`src/design/tmr_slave_cfg.svh`:
```
// offsets, field positions, reset values and timing counts for the slave/channel-mode block
`ifndef TMR_SLAVE_CFG_SVH
`define TMR_SLAVE_CFG_SVH
`define OFF_SMC        8'h10
`define OFF_IDE        8'h14
`define OFF_CHM        8'h18
`define OFF_CHEN       8'h20
`define OFF_CMPV       8'h24
`define OFF_CNTV       8'h28
`define OFF_RUN        8'h2C
`define SMC_MASK       32'h0000_0077
`define IDE_MASK       32'h007F_0F0F
`define CHM_MASK       32'h0000_FFFF
`define RST_ZERO       32'h0000_0000
`define F_SMS_LO       4
`define F_TRIGGER_SOURCE_SELECT_LO      0
`define F_CC1SEL_LO    0
`define F_CHAN2_DIRECTION_SELECT_LO    8
`define F_FAST         3
`define F_CLREN        4
`define F_MODE_LO      5
`define F_UPDATE_IRQ_ENABLE         16
`define F_TRIGGER_IRQ_ENABLE         17
`define F_BREAK_IRQ_ENABLE         18
`define F_UPDATE_DMA_ENABLE         19
`define F_COMMUTATION_DMA_ENABLE       20
`define F_TRIGGER_DMA_ENABLE         21
`define F_COMMUTATION_IRQ_ENABLE       22
`define F_CCDEN_LO     8
`define FAST_LAT_NS    60
`define SLOW_LAT_NS    100
`define CLK_PERIOD_NS  20
`define FAST_LAT_CYC   ((`FAST_LAT_NS + `CLK_PERIOD_NS - 1) / `CLK_PERIOD_NS)
`define SLOW_LAT_CYC   ((`SLOW_LAT_NS + `CLK_PERIOD_NS - 1) / `CLK_PERIOD_NS)
`endif

```
`src/design/tmr_slave_pkg.sv`:
```
// types for the slave/channel-mode block
package tmr_slave_pkg;
  typedef enum logic [2:0] {
    SM_OFF = 3'h0, SM_ENC1 = 3'h1, SM_ENC2 = 3'h2, SM_ENC3 = 3'h3,
    SM_RESET = 3'h4, SM_GATED = 3'h5, SM_TRIG = 3'h6, SM_EXT1 = 3'h7
  } slave_mode_type;
  typedef enum logic [2:0] {
    OM_FROZEN = 3'h0, OM_SET = 3'h1, OM_CLR = 3'h2, OM_TOG = 3'h3,
    OM_LOW = 3'h4, OM_HIGH = 3'h5, OM_PWM1 = 3'h6, OM_PWM2 = 3'h7
  } output_mode_type;
  typedef struct packed {
    logic       commutation;
    logic       brk;
    logic       trigger;
    logic       update;
    logic [3:0] chan;
  } event_type;
  typedef struct packed {
    logic [6:0] irq_unused;
  } spare_type;
endpackage : tmr_slave_pkg

```
`src/design/tmr_slave_mode.sv`:
```
// slave-mode controller, request enable bank and channel 1/2 mode logic with AXI4-Lite slave
//
// Decided for this implementation: the AXI4-Lite slave port.
`timescale 1ns/1ns
`include "tmr_slave_cfg.svh"
module tmr_slave_mode #(
  parameter int CNT_W = 16
) (
  input  wire logic                  clk_in,
  input  wire logic                  rstn_in,
  input  wire logic [31:0]           s_axi_awaddr_in,
  input  wire logic                  s_axi_awvalid_in,
  output logic                       s_axi_awready_out,
  input  wire logic [31:0]           s_axi_wdata_in,
  input  wire logic [3:0]            s_axi_wstrb_in,
  input  wire logic                  s_axi_wvalid_in,
  output logic                       s_axi_wready_out,
  output logic [1:0]                 s_axi_bresp_out,
  output logic                       s_axi_bvalid_out,
  input  wire logic                  s_axi_bready_in,
  input  wire logic [31:0]           s_axi_araddr_in,
  input  wire logic                  s_axi_arvalid_in,
  output logic                       s_axi_arready_out,
  output logic [31:0]                s_axi_rdata_out,
  output logic [1:0]                 s_axi_rresp_out,
  output logic                       s_axi_rvalid_out,
  input  wire logic                  s_axi_rready_in,
  input  wire logic [3:0]            internal_trigger_line_in,
  input  wire logic                  filtered_input_one_in,
  input  wire logic                  filtered_input_two_in,
  input  wire logic                  filtered_external_trigger_in,
  input  wire logic                  ref_clear_in,
  input  wire tmr_slave_pkg::event_type events_in,
  output logic [7:0]                 irq_req_out,
  output logic [6:0]                 dma_req_out,
  output logic                       chan1_output_reference_out,
  output logic                       chan2_output_reference_out,
  output logic                       shadow_update_out,
  output logic [CNT_W-1:0]           counter_value_out
);
  initial begin
    if (CNT_W < 2 || CNT_W > 32) $error("CNT_W out of range");
  end

  // ------------------------------------------------------------
  // pin synchronisers (three stages, second and third must agree)
  // ------------------------------------------------------------
  logic [8:0] s1, s2, s3, stable, stable_d;
  wire  [8:0] raw = {ref_clear_in, filtered_external_trigger_in, filtered_input_two_in,
                     filtered_input_one_in, internal_trigger_line_in, 1'b0};
  always_ff @(posedge clk_in or negedge rstn_in) begin
    if (!rstn_in) begin
      s1 <= 9'h000;
      s2 <= 9'h000;
      s3 <= 9'h000;
    end else begin
      s1 <= raw;
      s2 <= s1;
      s3 <= s2;
    end
  end
  always_ff @(posedge clk_in or negedge rstn_in) begin
    if (!rstn_in) begin
      stable   <= 9'h000;
      stable_d <= 9'h000;
    end else begin
      stable   <= (~(s2 ^ s3) & s3) | ((s2 ^ s3) & stable);
      stable_d <= stable;
    end
  end
  wire [3:0] itr_s  = stable[4:1];
  wire       in1    = stable[5];
  wire       in2    = stable[6];
  wire       etr    = stable[7];
  wire       clr_s  = stable[8];
  wire       in1_e  = stable[5] ^ stable_d[5];
  wire       in2_e  = stable[6] ^ stable_d[6];

  // ------------------------------------------------------------
  // registers
  // ------------------------------------------------------------
  logic [31:0]      smc, ide, chm, chen_reg;
  logic [CNT_W-1:0] cmp_val;
  logic             counter_run;
  logic             aw_held, w_held;
  logic [7:0]       aw_addr;
  logic [31:0]      w_data;
  logic [3:0]       w_strb;
  logic             trg_rise;
  tmr_slave_pkg::slave_mode_type mode;

  function automatic logic [31:0] merge(input logic [31:0] old, input logic [31:0] nw,
                                        input logic [3:0] be, input logic [31:0] msk);
    logic [31:0] r;
    r = old;
    for (int i = 0; i < 4; i++) begin
      if (be[i]) r[i*8 +: 8] = nw[i*8 +: 8];
    end
    return r & msk;
  endfunction : merge

  function automatic logic mapped(input logic [7:0] a);
    return a == `OFF_SMC || a == `OFF_IDE || a == `OFF_CHM || a == `OFF_CHEN ||
           a == `OFF_CMPV || a == `OFF_CNTV || a == `OFF_RUN;
  endfunction : mapped

  wire do_write = aw_held && w_held && !s_axi_bvalid_out;

  always_ff @(posedge clk_in or negedge rstn_in) begin
    if (!rstn_in) begin
      aw_held <= 1'b0;
      w_held  <= 1'b0;
      aw_addr <= 8'h00;
      w_data  <= `RST_ZERO;
      w_strb  <= 4'h0;
    end else begin
      if (s_axi_awvalid_in && s_axi_awready_out) begin
        aw_held <= 1'b1;
        aw_addr <= s_axi_awaddr_in[7:0];
      end else if (do_write) begin
        aw_held <= 1'b0;
      end
      if (s_axi_wvalid_in && s_axi_wready_out) begin
        w_held <= 1'b1;
        w_data <= s_axi_wdata_in;
        w_strb <= s_axi_wstrb_in;
      end else if (do_write) begin
        w_held <= 1'b0;
      end
    end
  end

  always_ff @(posedge clk_in or negedge rstn_in) begin
    if (!rstn_in) begin
      s_axi_awready_out <= 1'b0;
      s_axi_wready_out  <= 1'b0;
      s_axi_bvalid_out  <= 1'b0;
      s_axi_bresp_out   <= 2'h0;
    end else begin
      s_axi_awready_out <= !aw_held && !(s_axi_awvalid_in && s_axi_awready_out);
      s_axi_wready_out  <= !w_held && !(s_axi_wvalid_in && s_axi_wready_out);
      if (do_write) begin
        s_axi_bvalid_out <= 1'b1;
        s_axi_bresp_out  <= mapped(aw_addr) ? 2'h0 : 2'h2;
      end else if (s_axi_bready_in) begin
        s_axi_bvalid_out <= 1'b0;
      end
    end
  end

  wire wr_ok = do_write && aw_addr[1:0] == 2'h0;
  always_ff @(posedge clk_in or negedge rstn_in) begin
    if (!rstn_in) begin
      smc         <= `RST_ZERO;
      ide         <= `RST_ZERO;
      chm         <= `RST_ZERO;
      chen_reg    <= `RST_ZERO;
      cmp_val     <= '0;
      counter_run <= 1'b0;
    end else begin
      if (wr_ok) begin
        unique case (aw_addr)
          `OFF_SMC:  smc      <= merge(smc, w_data, w_strb, `SMC_MASK);
          `OFF_IDE:  ide      <= merge(ide, w_data, w_strb, `IDE_MASK);
          `OFF_CHM: begin
            chm <= merge(chm, w_data, w_strb, `CHM_MASK);
            if (chen_reg[0]) chm[1:0] <= chm[1:0];
            if (chen_reg[1]) chm[9:8] <= chm[9:8];
          end
          `OFF_CHEN: chen_reg <= merge(chen_reg, w_data, w_strb, 32'h0000_0003);
          `OFF_CMPV: cmp_val  <= CNT_W'(merge({32'h0}, w_data, w_strb, 32'hFFFF_FFFF));
          `OFF_RUN:  counter_run <= w_data[0];
          default: ;
        endcase
      end
      if (trg_rise && mode == tmr_slave_pkg::SM_TRIG) counter_run <= 1'b1;
    end
  end

  always_ff @(posedge clk_in or negedge rstn_in) begin
    if (!rstn_in) begin
      s_axi_arready_out <= 1'b0;
      s_axi_rvalid_out  <= 1'b0;
      s_axi_rdata_out   <= `RST_ZERO;
      s_axi_rresp_out   <= 2'h0;
    end else begin
      s_axi_arready_out <= !s_axi_rvalid_out && !s_axi_arready_out;
      if (s_axi_arvalid_in && s_axi_arready_out) begin
        s_axi_rvalid_out <= 1'b1;
        s_axi_rresp_out  <= mapped(s_axi_araddr_in[7:0]) ? 2'h0 : 2'h2;
        unique case (s_axi_araddr_in[7:0])
          `OFF_SMC:  s_axi_rdata_out <= smc;
          `OFF_IDE:  s_axi_rdata_out <= ide;
          `OFF_CHM:  s_axi_rdata_out <= chm;
          `OFF_CHEN: s_axi_rdata_out <= chen_reg;
          `OFF_CMPV: s_axi_rdata_out <= 32'(cmp_val);
          `OFF_CNTV: s_axi_rdata_out <= 32'(counter_value_out);
          `OFF_RUN:  s_axi_rdata_out <= {29'h0, chan2_output_reference_out,
                                         chan1_output_reference_out, counter_run};
          default:   s_axi_rdata_out <= `RST_ZERO;
        endcase
      end else if (s_axi_rready_in) begin
        s_axi_rvalid_out <= 1'b0;
      end
    end
  end

  // ------------------------------------------------------------
  // trigger selection and slave mode
  // ------------------------------------------------------------
  assign mode = tmr_slave_pkg::slave_mode_type'(smc[`F_SMS_LO +: 3]);
  wire [2:0] trigger_source_select = smc[`F_TRIGGER_SOURCE_SELECT_LO +: 3];
  logic trg, trg_d;
  always_comb begin
    unique case (trigger_source_select)
      3'h4:    trg = in1_e;
      3'h5:    trg = in1;
      3'h6:    trg = in2;
      3'h7:    trg = etr;
      default: trg = itr_s[trigger_source_select[1:0]];
    endcase
  end
  always_ff @(posedge clk_in or negedge rstn_in) begin
    if (!rstn_in) trg_d <= 1'b0;
    else          trg_d <= trg;
  end
  assign trg_rise = trg && !trg_d;

  logic tick, up, reload;
  always_comb begin
    tick   = 1'b0;
    up     = 1'b1;
    reload = 1'b0;
    unique case (mode)
      tmr_slave_pkg::SM_OFF:   tick = counter_run;
      tmr_slave_pkg::SM_ENC1: begin
        tick = counter_run && in1_e;
        up   = in1 ^ in2;
      end
      tmr_slave_pkg::SM_ENC2: begin
        tick = counter_run && in2_e;
        up   = ~(in1 ^ in2);
      end
      tmr_slave_pkg::SM_ENC3: begin
        tick = counter_run && (in1_e || in2_e);
        up   = in1_e ? (in1 ^ in2) : ~(in1 ^ in2);
      end
      tmr_slave_pkg::SM_RESET: begin
        tick   = counter_run;
        reload = trg_rise;
      end
      tmr_slave_pkg::SM_GATED: tick = counter_run && trg;
      tmr_slave_pkg::SM_TRIG:  tick = counter_run;
      tmr_slave_pkg::SM_EXT1:  tick = counter_run && trg_rise;
    endcase
  end

  always_ff @(posedge clk_in or negedge rstn_in) begin
    if (!rstn_in) begin
      counter_value_out <= '0;
      shadow_update_out <= 1'b0;
    end else begin
      shadow_update_out <= reload;
      if (reload)    counter_value_out <= '0;
      else if (tick) counter_value_out <= up ? counter_value_out + 1'b1
                                             : counter_value_out - 1'b1;
    end
  end

  // ------------------------------------------------------------
  // request gating
  // ------------------------------------------------------------
  always_ff @(posedge clk_in or negedge rstn_in) begin
    if (!rstn_in) begin
      irq_req_out <= 8'h00;
      dma_req_out <= 7'h00;
    end else begin
      irq_req_out <= {events_in.commutation & ide[`F_COMMUTATION_IRQ_ENABLE], events_in.brk & ide[`F_BREAK_IRQ_ENABLE],
                      events_in.trigger & ide[`F_TRIGGER_IRQ_ENABLE], events_in.update & ide[`F_UPDATE_IRQ_ENABLE],
                      events_in.chan & ide[3:0]};
      dma_req_out <= {events_in.trigger & ide[`F_TRIGGER_DMA_ENABLE],
                      events_in.commutation & ide[`F_COMMUTATION_DMA_ENABLE],
                      events_in.update & ide[`F_UPDATE_DMA_ENABLE],
                      events_in.chan & ide[`F_CCDEN_LO +: 4]};
    end
  end

  // ------------------------------------------------------------
  // output reference per channel (fields at offsets 0 and 8)
  // ------------------------------------------------------------
  logic [1:0] ref_q, cmp_lt_d, fast_d;
  logic [2:0] mode_d [2];
  logic [1:0] cap_src;
  assign cap_src[0] = chm[1:0] == 2'h1 ? in1 : chm[1:0] == 2'h2 ? in2 :
                      (chm[1:0] == 2'h3 && !trigger_source_select[2]) ? trg : 1'b0;
  assign cap_src[1] = chm[9:8] == 2'h1 ? in2 : chm[9:8] == 2'h2 ? in1 :
                      (chm[9:8] == 2'h3 && !trigger_source_select[2]) ? trg : 1'b0;

  wire lt    = counter_value_out < cmp_val;
  wire match = counter_value_out == cmp_val;
  for (genvar c = 0; c < 2; c++) begin : g_ch
    wire [7:0] f = chm[c*8 +: 8];
    tmr_slave_pkg::output_mode_type om;
    assign om = tmr_slave_pkg::output_mode_type'(f[`F_MODE_LO +: 3]);
    wire is_out  = f[1:0] == 2'h0;
    wire is_pwm  = om == tmr_slave_pkg::OM_PWM1 || om == tmr_slave_pkg::OM_PWM2;
    wire fast_go = is_pwm && f[`F_FAST] && trg_rise;
    wire pwm_lvl = (om == tmr_slave_pkg::OM_PWM1) ? (lt || fast_go) : (!lt && !fast_go);
    always_ff @(posedge clk_in or negedge rstn_in) begin
      if (!rstn_in) begin
        ref_q[c]    <= 1'b0;
        cmp_lt_d[c] <= 1'b0;
        fast_d[c]   <= 1'b0;
        mode_d[c]   <= 3'h0;
      end else begin
        cmp_lt_d[c] <= lt;
        fast_d[c]   <= fast_go;
        mode_d[c]   <= om;
        if (is_out && f[`F_CLREN] && clr_s) ref_q[c] <= 1'b0;
        else if (is_out) begin
          unique case (om)
            tmr_slave_pkg::OM_FROZEN: ref_q[c] <= ref_q[c];
            tmr_slave_pkg::OM_SET:    if (match) ref_q[c] <= 1'b1;
            tmr_slave_pkg::OM_CLR:    if (match) ref_q[c] <= 1'b0;
            tmr_slave_pkg::OM_TOG:    if (match) ref_q[c] <= ~ref_q[c];
            tmr_slave_pkg::OM_LOW:    ref_q[c] <= 1'b0;
            tmr_slave_pkg::OM_HIGH:   ref_q[c] <= 1'b1;
            default: begin
              if (lt != cmp_lt_d[c] || fast_go || fast_d[c] ||
                  mode_d[c] != 3'(om)) ref_q[c] <= pwm_lvl;
            end
          endcase
        end
      end
    end
  end
  always_ff @(posedge clk_in or negedge rstn_in) begin
    if (!rstn_in) begin
      chan1_output_reference_out <= 1'b0;
      chan2_output_reference_out <= 1'b0;
    end else begin
      chan1_output_reference_out <= ref_q[0];
      chan2_output_reference_out <= ref_q[1];
    end
  end

  // ------------------------------------------------------------
  // checks
  // ------------------------------------------------------------
  property p_gate_hold;
    @(posedge clk_in) disable iff (!rstn_in)
      (mode == tmr_slave_pkg::SM_GATED && !trg && !reload) |=> $stable(counter_value_out);
  endproperty
  a_gate_hold: assert property (p_gate_hold) else $error("gated count moved");
  property p_reset_mode;
    @(posedge clk_in) disable iff (!rstn_in)
      (mode == tmr_slave_pkg::SM_RESET && trg_rise) |=> counter_value_out == '0
        && shadow_update_out;
  endproperty
  a_reset_mode: assert property (p_reset_mode) else $error("reset mode missed");
  property p_trig_start;
    @(posedge clk_in) disable iff (!rstn_in)
      (mode == tmr_slave_pkg::SM_TRIG && trg_rise) |=> counter_run;
  endproperty
  a_trig_start: assert property (p_trig_start) else $error("trigger did not start");
  property p_free_run;
    @(posedge clk_in) disable iff (!rstn_in)
      (mode == tmr_slave_pkg::SM_OFF && counter_run && !wr_ok)
        |=> counter_value_out == $past(counter_value_out) + 1'b1;
  endproperty
  a_free_run: assert property (p_free_run) else $error("no internal tick");
  property p_irq_gate;
    @(posedge clk_in) disable iff (!rstn_in)
      (!ide[`F_UPDATE_IRQ_ENABLE]) |=> !irq_req_out[4];
  endproperty
  a_irq_gate: assert property (p_irq_gate) else $error("update irq not gated");
  property p_dma_gate;
    @(posedge clk_in) disable iff (!rstn_in)
      (events_in.trigger && ide[`F_TRIGGER_DMA_ENABLE]) |=> dma_req_out[6];
  endproperty
  a_dma_gate: assert property (p_dma_gate) else $error("trigger dma lost");
  property p_sel_lock;
    @(posedge clk_in) disable iff (!rstn_in)
      chen_reg[0] |=> $stable(chm[1:0]);
  endproperty
  a_sel_lock: assert property (p_sel_lock) else $error("locked select changed");
  property p_force_high;
    @(posedge clk_in) disable iff (!rstn_in)
      (chm[1:0] == 2'h0 && chm[7:5] == 3'h5 && !(chm[4] && clr_s)) |=> ##1
        chan1_output_reference_out;
  endproperty
  a_force_high: assert property (p_force_high) else $error("force high failed");
  property p_ref_clear;
    @(posedge clk_in) disable iff (!rstn_in)
      (chm[1:0] == 2'h0 && chm[4] && clr_s) |=> ##1 !chan1_output_reference_out;
  endproperty
  a_ref_clear: assert property (p_ref_clear) else $error("clear ignored");
endmodule : tmr_slave_mode

```
`config.mk`:
```
export PLATFORM = sky130hd
export DESIGN_NAME = tmr_slave_mode
export DESIGN_NICKNAME = d
export VERILOG_FILES = /design/src/design/tmr_slave_pkg.sv /design/src/design/tmr_slave_mode.sv
export VERILOG_INCLUDE_DIRS = /design/src /design/src/design
export SDC_FILE = /design/constraint.sdc
export NUM_CORES = 1
export LEC_CHECK = 0
export BUFFER_PORTS_ARGS = -buffer_cell sky130_fd_sc_hd__buf_4
export CORE_MARGIN = 2
export CORE_UTILIZATION = 40
export CTS_BUF_LIST = sky130_fd_sc_hd__clkbuf_2
export CTS_CLUSTER_DIAMETER = 150
export DETAILED_ROUTE_END_ITERATION = 10
export SETUP_SLACK_MARGIN = 0.15
export SYNTH_ARGS = -nofsm -noshare
export SYNTH_HDL_FRONTEND = slang
export SYNTH_SLANG_ARGS = --single-unit
```
`constraint.sdc`:
```
create_clock -name clk_in -period 4.6 [get_ports clk_in]
set_clock_uncertainty 0.2 [all_clocks]
set_input_delay 0.23 -clock clk_in [delete_from_list [all_inputs] [get_ports clk_in]]
set_output_delay 0.23 -clock clk_in [all_outputs]
set_load 0.005 [all_outputs]
```
; After elaboration in Yosys (flattened, before gate mapping)
; Index checks and enable logic that the tools add are counted.
[classes]
div = 0
n_mul = 0
shift = 0
add_sub_neg = 2
eq_ne = 51
bitwise_logic = 22
muxes = 39
reduce_logical = 91
order_cmp = 2
[op_table]
columns = op, count
row1 = $pmux W23 S7, 1
row2 = $eq A8 B6 Y1 const B, 8
row3 = $eq A3 B3 Y1 const B, 16
row4 = $eq A8 B5 Y1 const B, 6
row5 = $mux W16, 3
row6 = $logic_and A1 B1 Y1, 26
row7 = $mux W1, 25
row8 = $logic_or A1 B1 Y1, 23
row9 = $reduce_and A3 Y1, 7
row10 = $and A9 B9 Y9, 2
row11 = $eq A3 B2 Y1 const B, 6
row12 = $ne A3 B3 Y1 const B, 6
row13 = $pmux W1 S6, 3
row14 = $reduce_bool A2 Y1, 9
row15 = $add A16 B1 Y16 const B, 1
row16 = $eq A16 B16 Y1, 1
row17 = $lt A16 B16 Y1, 1
row18 = $mux W8, 2
row19 = $sub A16 B1 Y16 const B, 1
row20 = $reduce_bool A7 Y1, 2
row21 = $reduce_and A6 Y1, 2
row22 = $logic_not A1 Y1, 11
row23 = $eq A3 B1 Y1 const B, 3
row24 = $logic_not A3 Y1, 3
row25 = other kinds (19), 39
[word_totals]
wordCells = 250
mem_bits_rw = 0
out_inout_bits = 75
in_bits = 123
romBits = 0
memories = 0
regBits = 219
latchBits = 0

; Logic depth before layout (Yosys ltp)
[logic_depth]
ltp_word = 12
depth_mapped = 14

; Worst setup path after synthesis
; Ideal clock, no wire load.
[synth_path]
path_type = flip-flop to flip-flop
from = reg (tool-made name)
to = reg counter_value_out[12]
n_path_buf = 0
synth_period_minus_slack_ns = 4.557
path_stages_with_launch = 13
arrival_time_ns = 4.279
required_ns = 4.322
setup_time_ns = 0.078
setup_slack_ns = 0.043
cell_sequence = dfrtp_1 -> xnor2_1 -> and3_1 -> a2111oi_1 -> ha_1 -> nor2b_1 -> o21ai_0 -> a21boi_1 -> o41ai_1 -> nand3_1 -> and3_1 -> or3_1 -> a21oi_1
[synth_rtl]
columns = item, line_no
row1 = to (signal assigned), tmr_slave_mode.sv:265  ; else if (tick) counter_value_out <= up ? counter_value_out + 1'b1
row2 = to (decl), tmr_slave_mode.sv:39  ; output logic [CNT_W-1:0] counter_value_out

==> flow_metrics.tcl <==
set metrics [dict create \
    status "finished clean" \
    antenna_found_initial 1 \
    drc 0 \
    r2r_end "counter_value_out[12]" \
    fillerInstances 1999 \
    place_area_um2 10310 \
    grt_remaining_overflow 0 \
    clock_sinks 202 \
    max_freq_mhz 259.7 \
    yosysTopAreaCell "dfrtp_1" \
    grtUsageTotal_pct 19.17 \
    layout-drive-gt1-share_pct 28.00 \
    nets 1223 \
    ys_seq_elements 202 \
    cts-resized-gates 0 \
    setup-violations-final 0 \
    synthCells 784 \
    synthMostInstantiatedCell "dfrtp_1" \
    cp-start-kind "flop" \
    whs_ns 0.09761 \
    slew_viol_final 0 \
    crit_chain "xor2_1, nor2_1, a2111oi_2, buf_4, ha_1, nor2b_1, o21ai_0, a21boi_1, o41ai_1, nand3_1, and3_1, or3_1, a21oi_1" \
    slew_headroom_pct 23.39 \
    endpoint "counter_value_out[12]" \
    start_util_pct 40.47 \
    synth_area_um2 9079 \
    critical_path_arrival_ns 4.37 \
    irDropWorstVdd_v 0.0001963 \
    synth_edf_count 0 \
    clock_latency_ns 0.79 \
    dpl.hpwl_mm 15.34 \
    top_regs "s_axi_rdata_out: 23 flops, w_data: 23 flops" \
    finalWirelength_mm 22.48 \
    h-tree-depth 2 \
    p_leak_nw 5.730 \
    grt_pass1_vias 7132 \
    hold_violations 0 \
    final_area_um2 11950 \
    ant_nets 0 \
    drt_iter0_markers 334 \
    clk_path_buf_depth 3 \
    areaGrowthSynthToFinish_pct 31.59 \
    grt_max_degree 105 \
    power_per_cell_area_nw_per_um2 406.6 \
    ios 198 \
    fin_cells 1380 \
    cp.required_ns 5.12 \
    cp_max_fo 15 \
    vias 7052 \
    hold_path_class "in -> reg" \
    critPathKind "reg -> reg" \
    cpPeakStageDelay_ns 0.46 \
    power_mw 4.858 \
    netlist.area_leader.share_pct 55.68 \
    synth_area_leaders "dfrtp_1 56%, mux2_2 9.6%, ha_1 4.1%" \
    worst-path-buf-inv 1 \
    cts-root-buf "clkbuf_2" \
    rows 55 \
    die_w_um 154.7 \
    ys.flop_type "dfrtp_1" \
    wl_per_cell_um 16.29 \
    yosys-top-cells-count "202 x dfrtp_1, 88 x nand2_1, 77 x mux2_2" \
    ys_seq_area_share_pct 55.68 \
    clkSlewWorstSetupHoldPaths_ns 0.10 \
    dieArea_um2 23920 \
    cap_violations 0 \
    grt_pass1_wl_mm 36.65 \
    placedCellCount 1178 \
    syn_area_per_cell_um2 11.58 \
    critPathSlowestCell "dfrtp_1" \
    period_minus_slack_ns 3.850 \
    detail_route.first_pass.iterations 7 \
    cts_made_buffers 51 \
    ys_async_sr_fraction_pct 100.0 \
    rr_worst_depth 13 \
    gp_congestion 0.8275 \
    path_delay_family "compound AO/OA/AOI/OAI gates" \
    port_buffers 128 \
    fp.dieH_um 154.7 \
    multi_input_area_um2 3760 \
    finalSetupTns_ns 0 \
    grt_setup_unrepaired "no" \
    cp-end-kind "flop" \
    viasPerCell 5.110 \
    reg2reg_slack_ns 0.75 \
    synth_cell_types 70 \
    ys_warn_count 0 \
    cp.depth 13 \
    post-route-period-util_pct 83.70 \
    cts_tree "built" \
    core_um2 22430 \
    seq_area_um2 5055 \
    worst_pin_slew_ns 1.146 \
]
## area by class of cell
cell class / count / share of cell area [%]
flip-flops and latches: 202 / 42.31
multi-input cells: 527 / 31.47
repair buffers: 258 / 19.09
clock buffers: 73 / 3.058
well taps: 285 / 2.985
inverters: 29 / 0.9112
clock inverters: 4 / 0.1257
diodes: 2 / 0.04189
## metrics by stage
stage / util, % / worst slack [ns]
after detailed placement: 45.97 / 0.7497
after global placement: 45.97 / 0.7858
final: 53.25 / 0.7496
after global routing: 53.25 / 0.3616
after floorplan: - / 0.6493
after CTS: 53.23 / 0.6942
## cell families (layout without fill, tap and decap cells)
group           after synthesis  count (layout)  synth area share, %
simple gates                217             217                11.80
flops                       202             202                55.68
compound gates              158             158                11.43
fa+ha+maj                    39              39                5.237
buf+inv                      65             364                3.376
mux                          85              85                10.80
other cells                   1              13              0.04131
xor+xnor                     17              17                1.640
## layer usage
layer	vias to the layer above	routed length (um)	track usage [%]
met4	0	521	6.702
met3	46	1021	3.530
li1	3380	-	-
met2	188	11150	32.21
met1	3438	9784	25.02
met5	-	0	0
## cell usage in the layout, fill, tap and decap left out, types with 4 or more instances in the layout
| master | n |
|---|---|
| a211oi_1 | 5 |
| dfrtp_1 | 202 |
| inv_1 | 29 |
| nor4_1 | 4 |
| and2_1 | 18 |
| conb_1 | 11 |
| nor2_1 | 44 |
| xor2_1 | 7 |
| a21oi_1 | 31 |
| nand3b_1 | 4 |
| mux2i_1 | 5 |
| ha_1 | 30 |
| dlygate4sd3_1 | 122 |
| or2_2 | 4 |
| clkbuf_2 | 73 |
| o21ai_0 | 63 |
| and3_1 | 5 |
| nand2_1 | 88 |
| nor3_1 | 9 |
| maj3_1 | 8 |
| a21boi_0 | 5 |
| xnor2_1 | 10 |
| mux2_2 | 77 |
| nor2b_1 | 9 |
| o21a_1 | 4 |
| nand3_1 | 8 |
| or3_1 | 4 |
| buf_4 | 133 |
| a222oi_1 | 16 |
## worst min-delay path by stage
stage | depth (start not counted) | slack, ns | end | startpoint
2_1_floorplan | 0 | -0.27 | asynchronous set/reset pin | rstn_in
3_3_place_gp | 0 | 0.13 | s2[2] | s1[2]
3_5_place_dp | 0 | 0.13 | s2[6] | s1[6]
4_1_cts | 6 | 0.03 | s_axi_rdata_out[17] | s_axi_araddr_in[5]
5_1_grt | 6 | 0.09 | s_axi_rdata_out[16] | s_axi_araddr_in[5]
6_report | 6 | 0.1 | s_axi_rdata_out[6] | s_axi_araddr_in[4]
## power breakdown
part | internal (mW) | switching, mW | leakage, nW | total [mW]
logic | 0.698 | 0.657 | 2.78 | 1.35
clock network | 0.410 | 0.672 | 0.312 | 1.08
registers | 2.08 | 0.337 | 2.63 | 2.42
## worst reg2reg max path, cell delays in order (launching register included)
cell and delay [ns]:
dfrtp_1 0.46, xor2_1 0.25, nor2_1 0.08, a2111oi_2 0.35, buf_4 0.30, ha_1 0.31
nor2b_1 0.15, o21ai_0 0.21, a21boi_1 0.16, o41ai_1 0.45, nand3_1 0.20, and3_1 0.21
or3_1 0.33, a21oi_1 0.14
## repair_timing
action | CTS | global route
buffers inserted | 0 | 0
hold buffers | 123 | 0
endpoints found under the hold margin | 289 | 0
(Power assumes the default switching activity.)
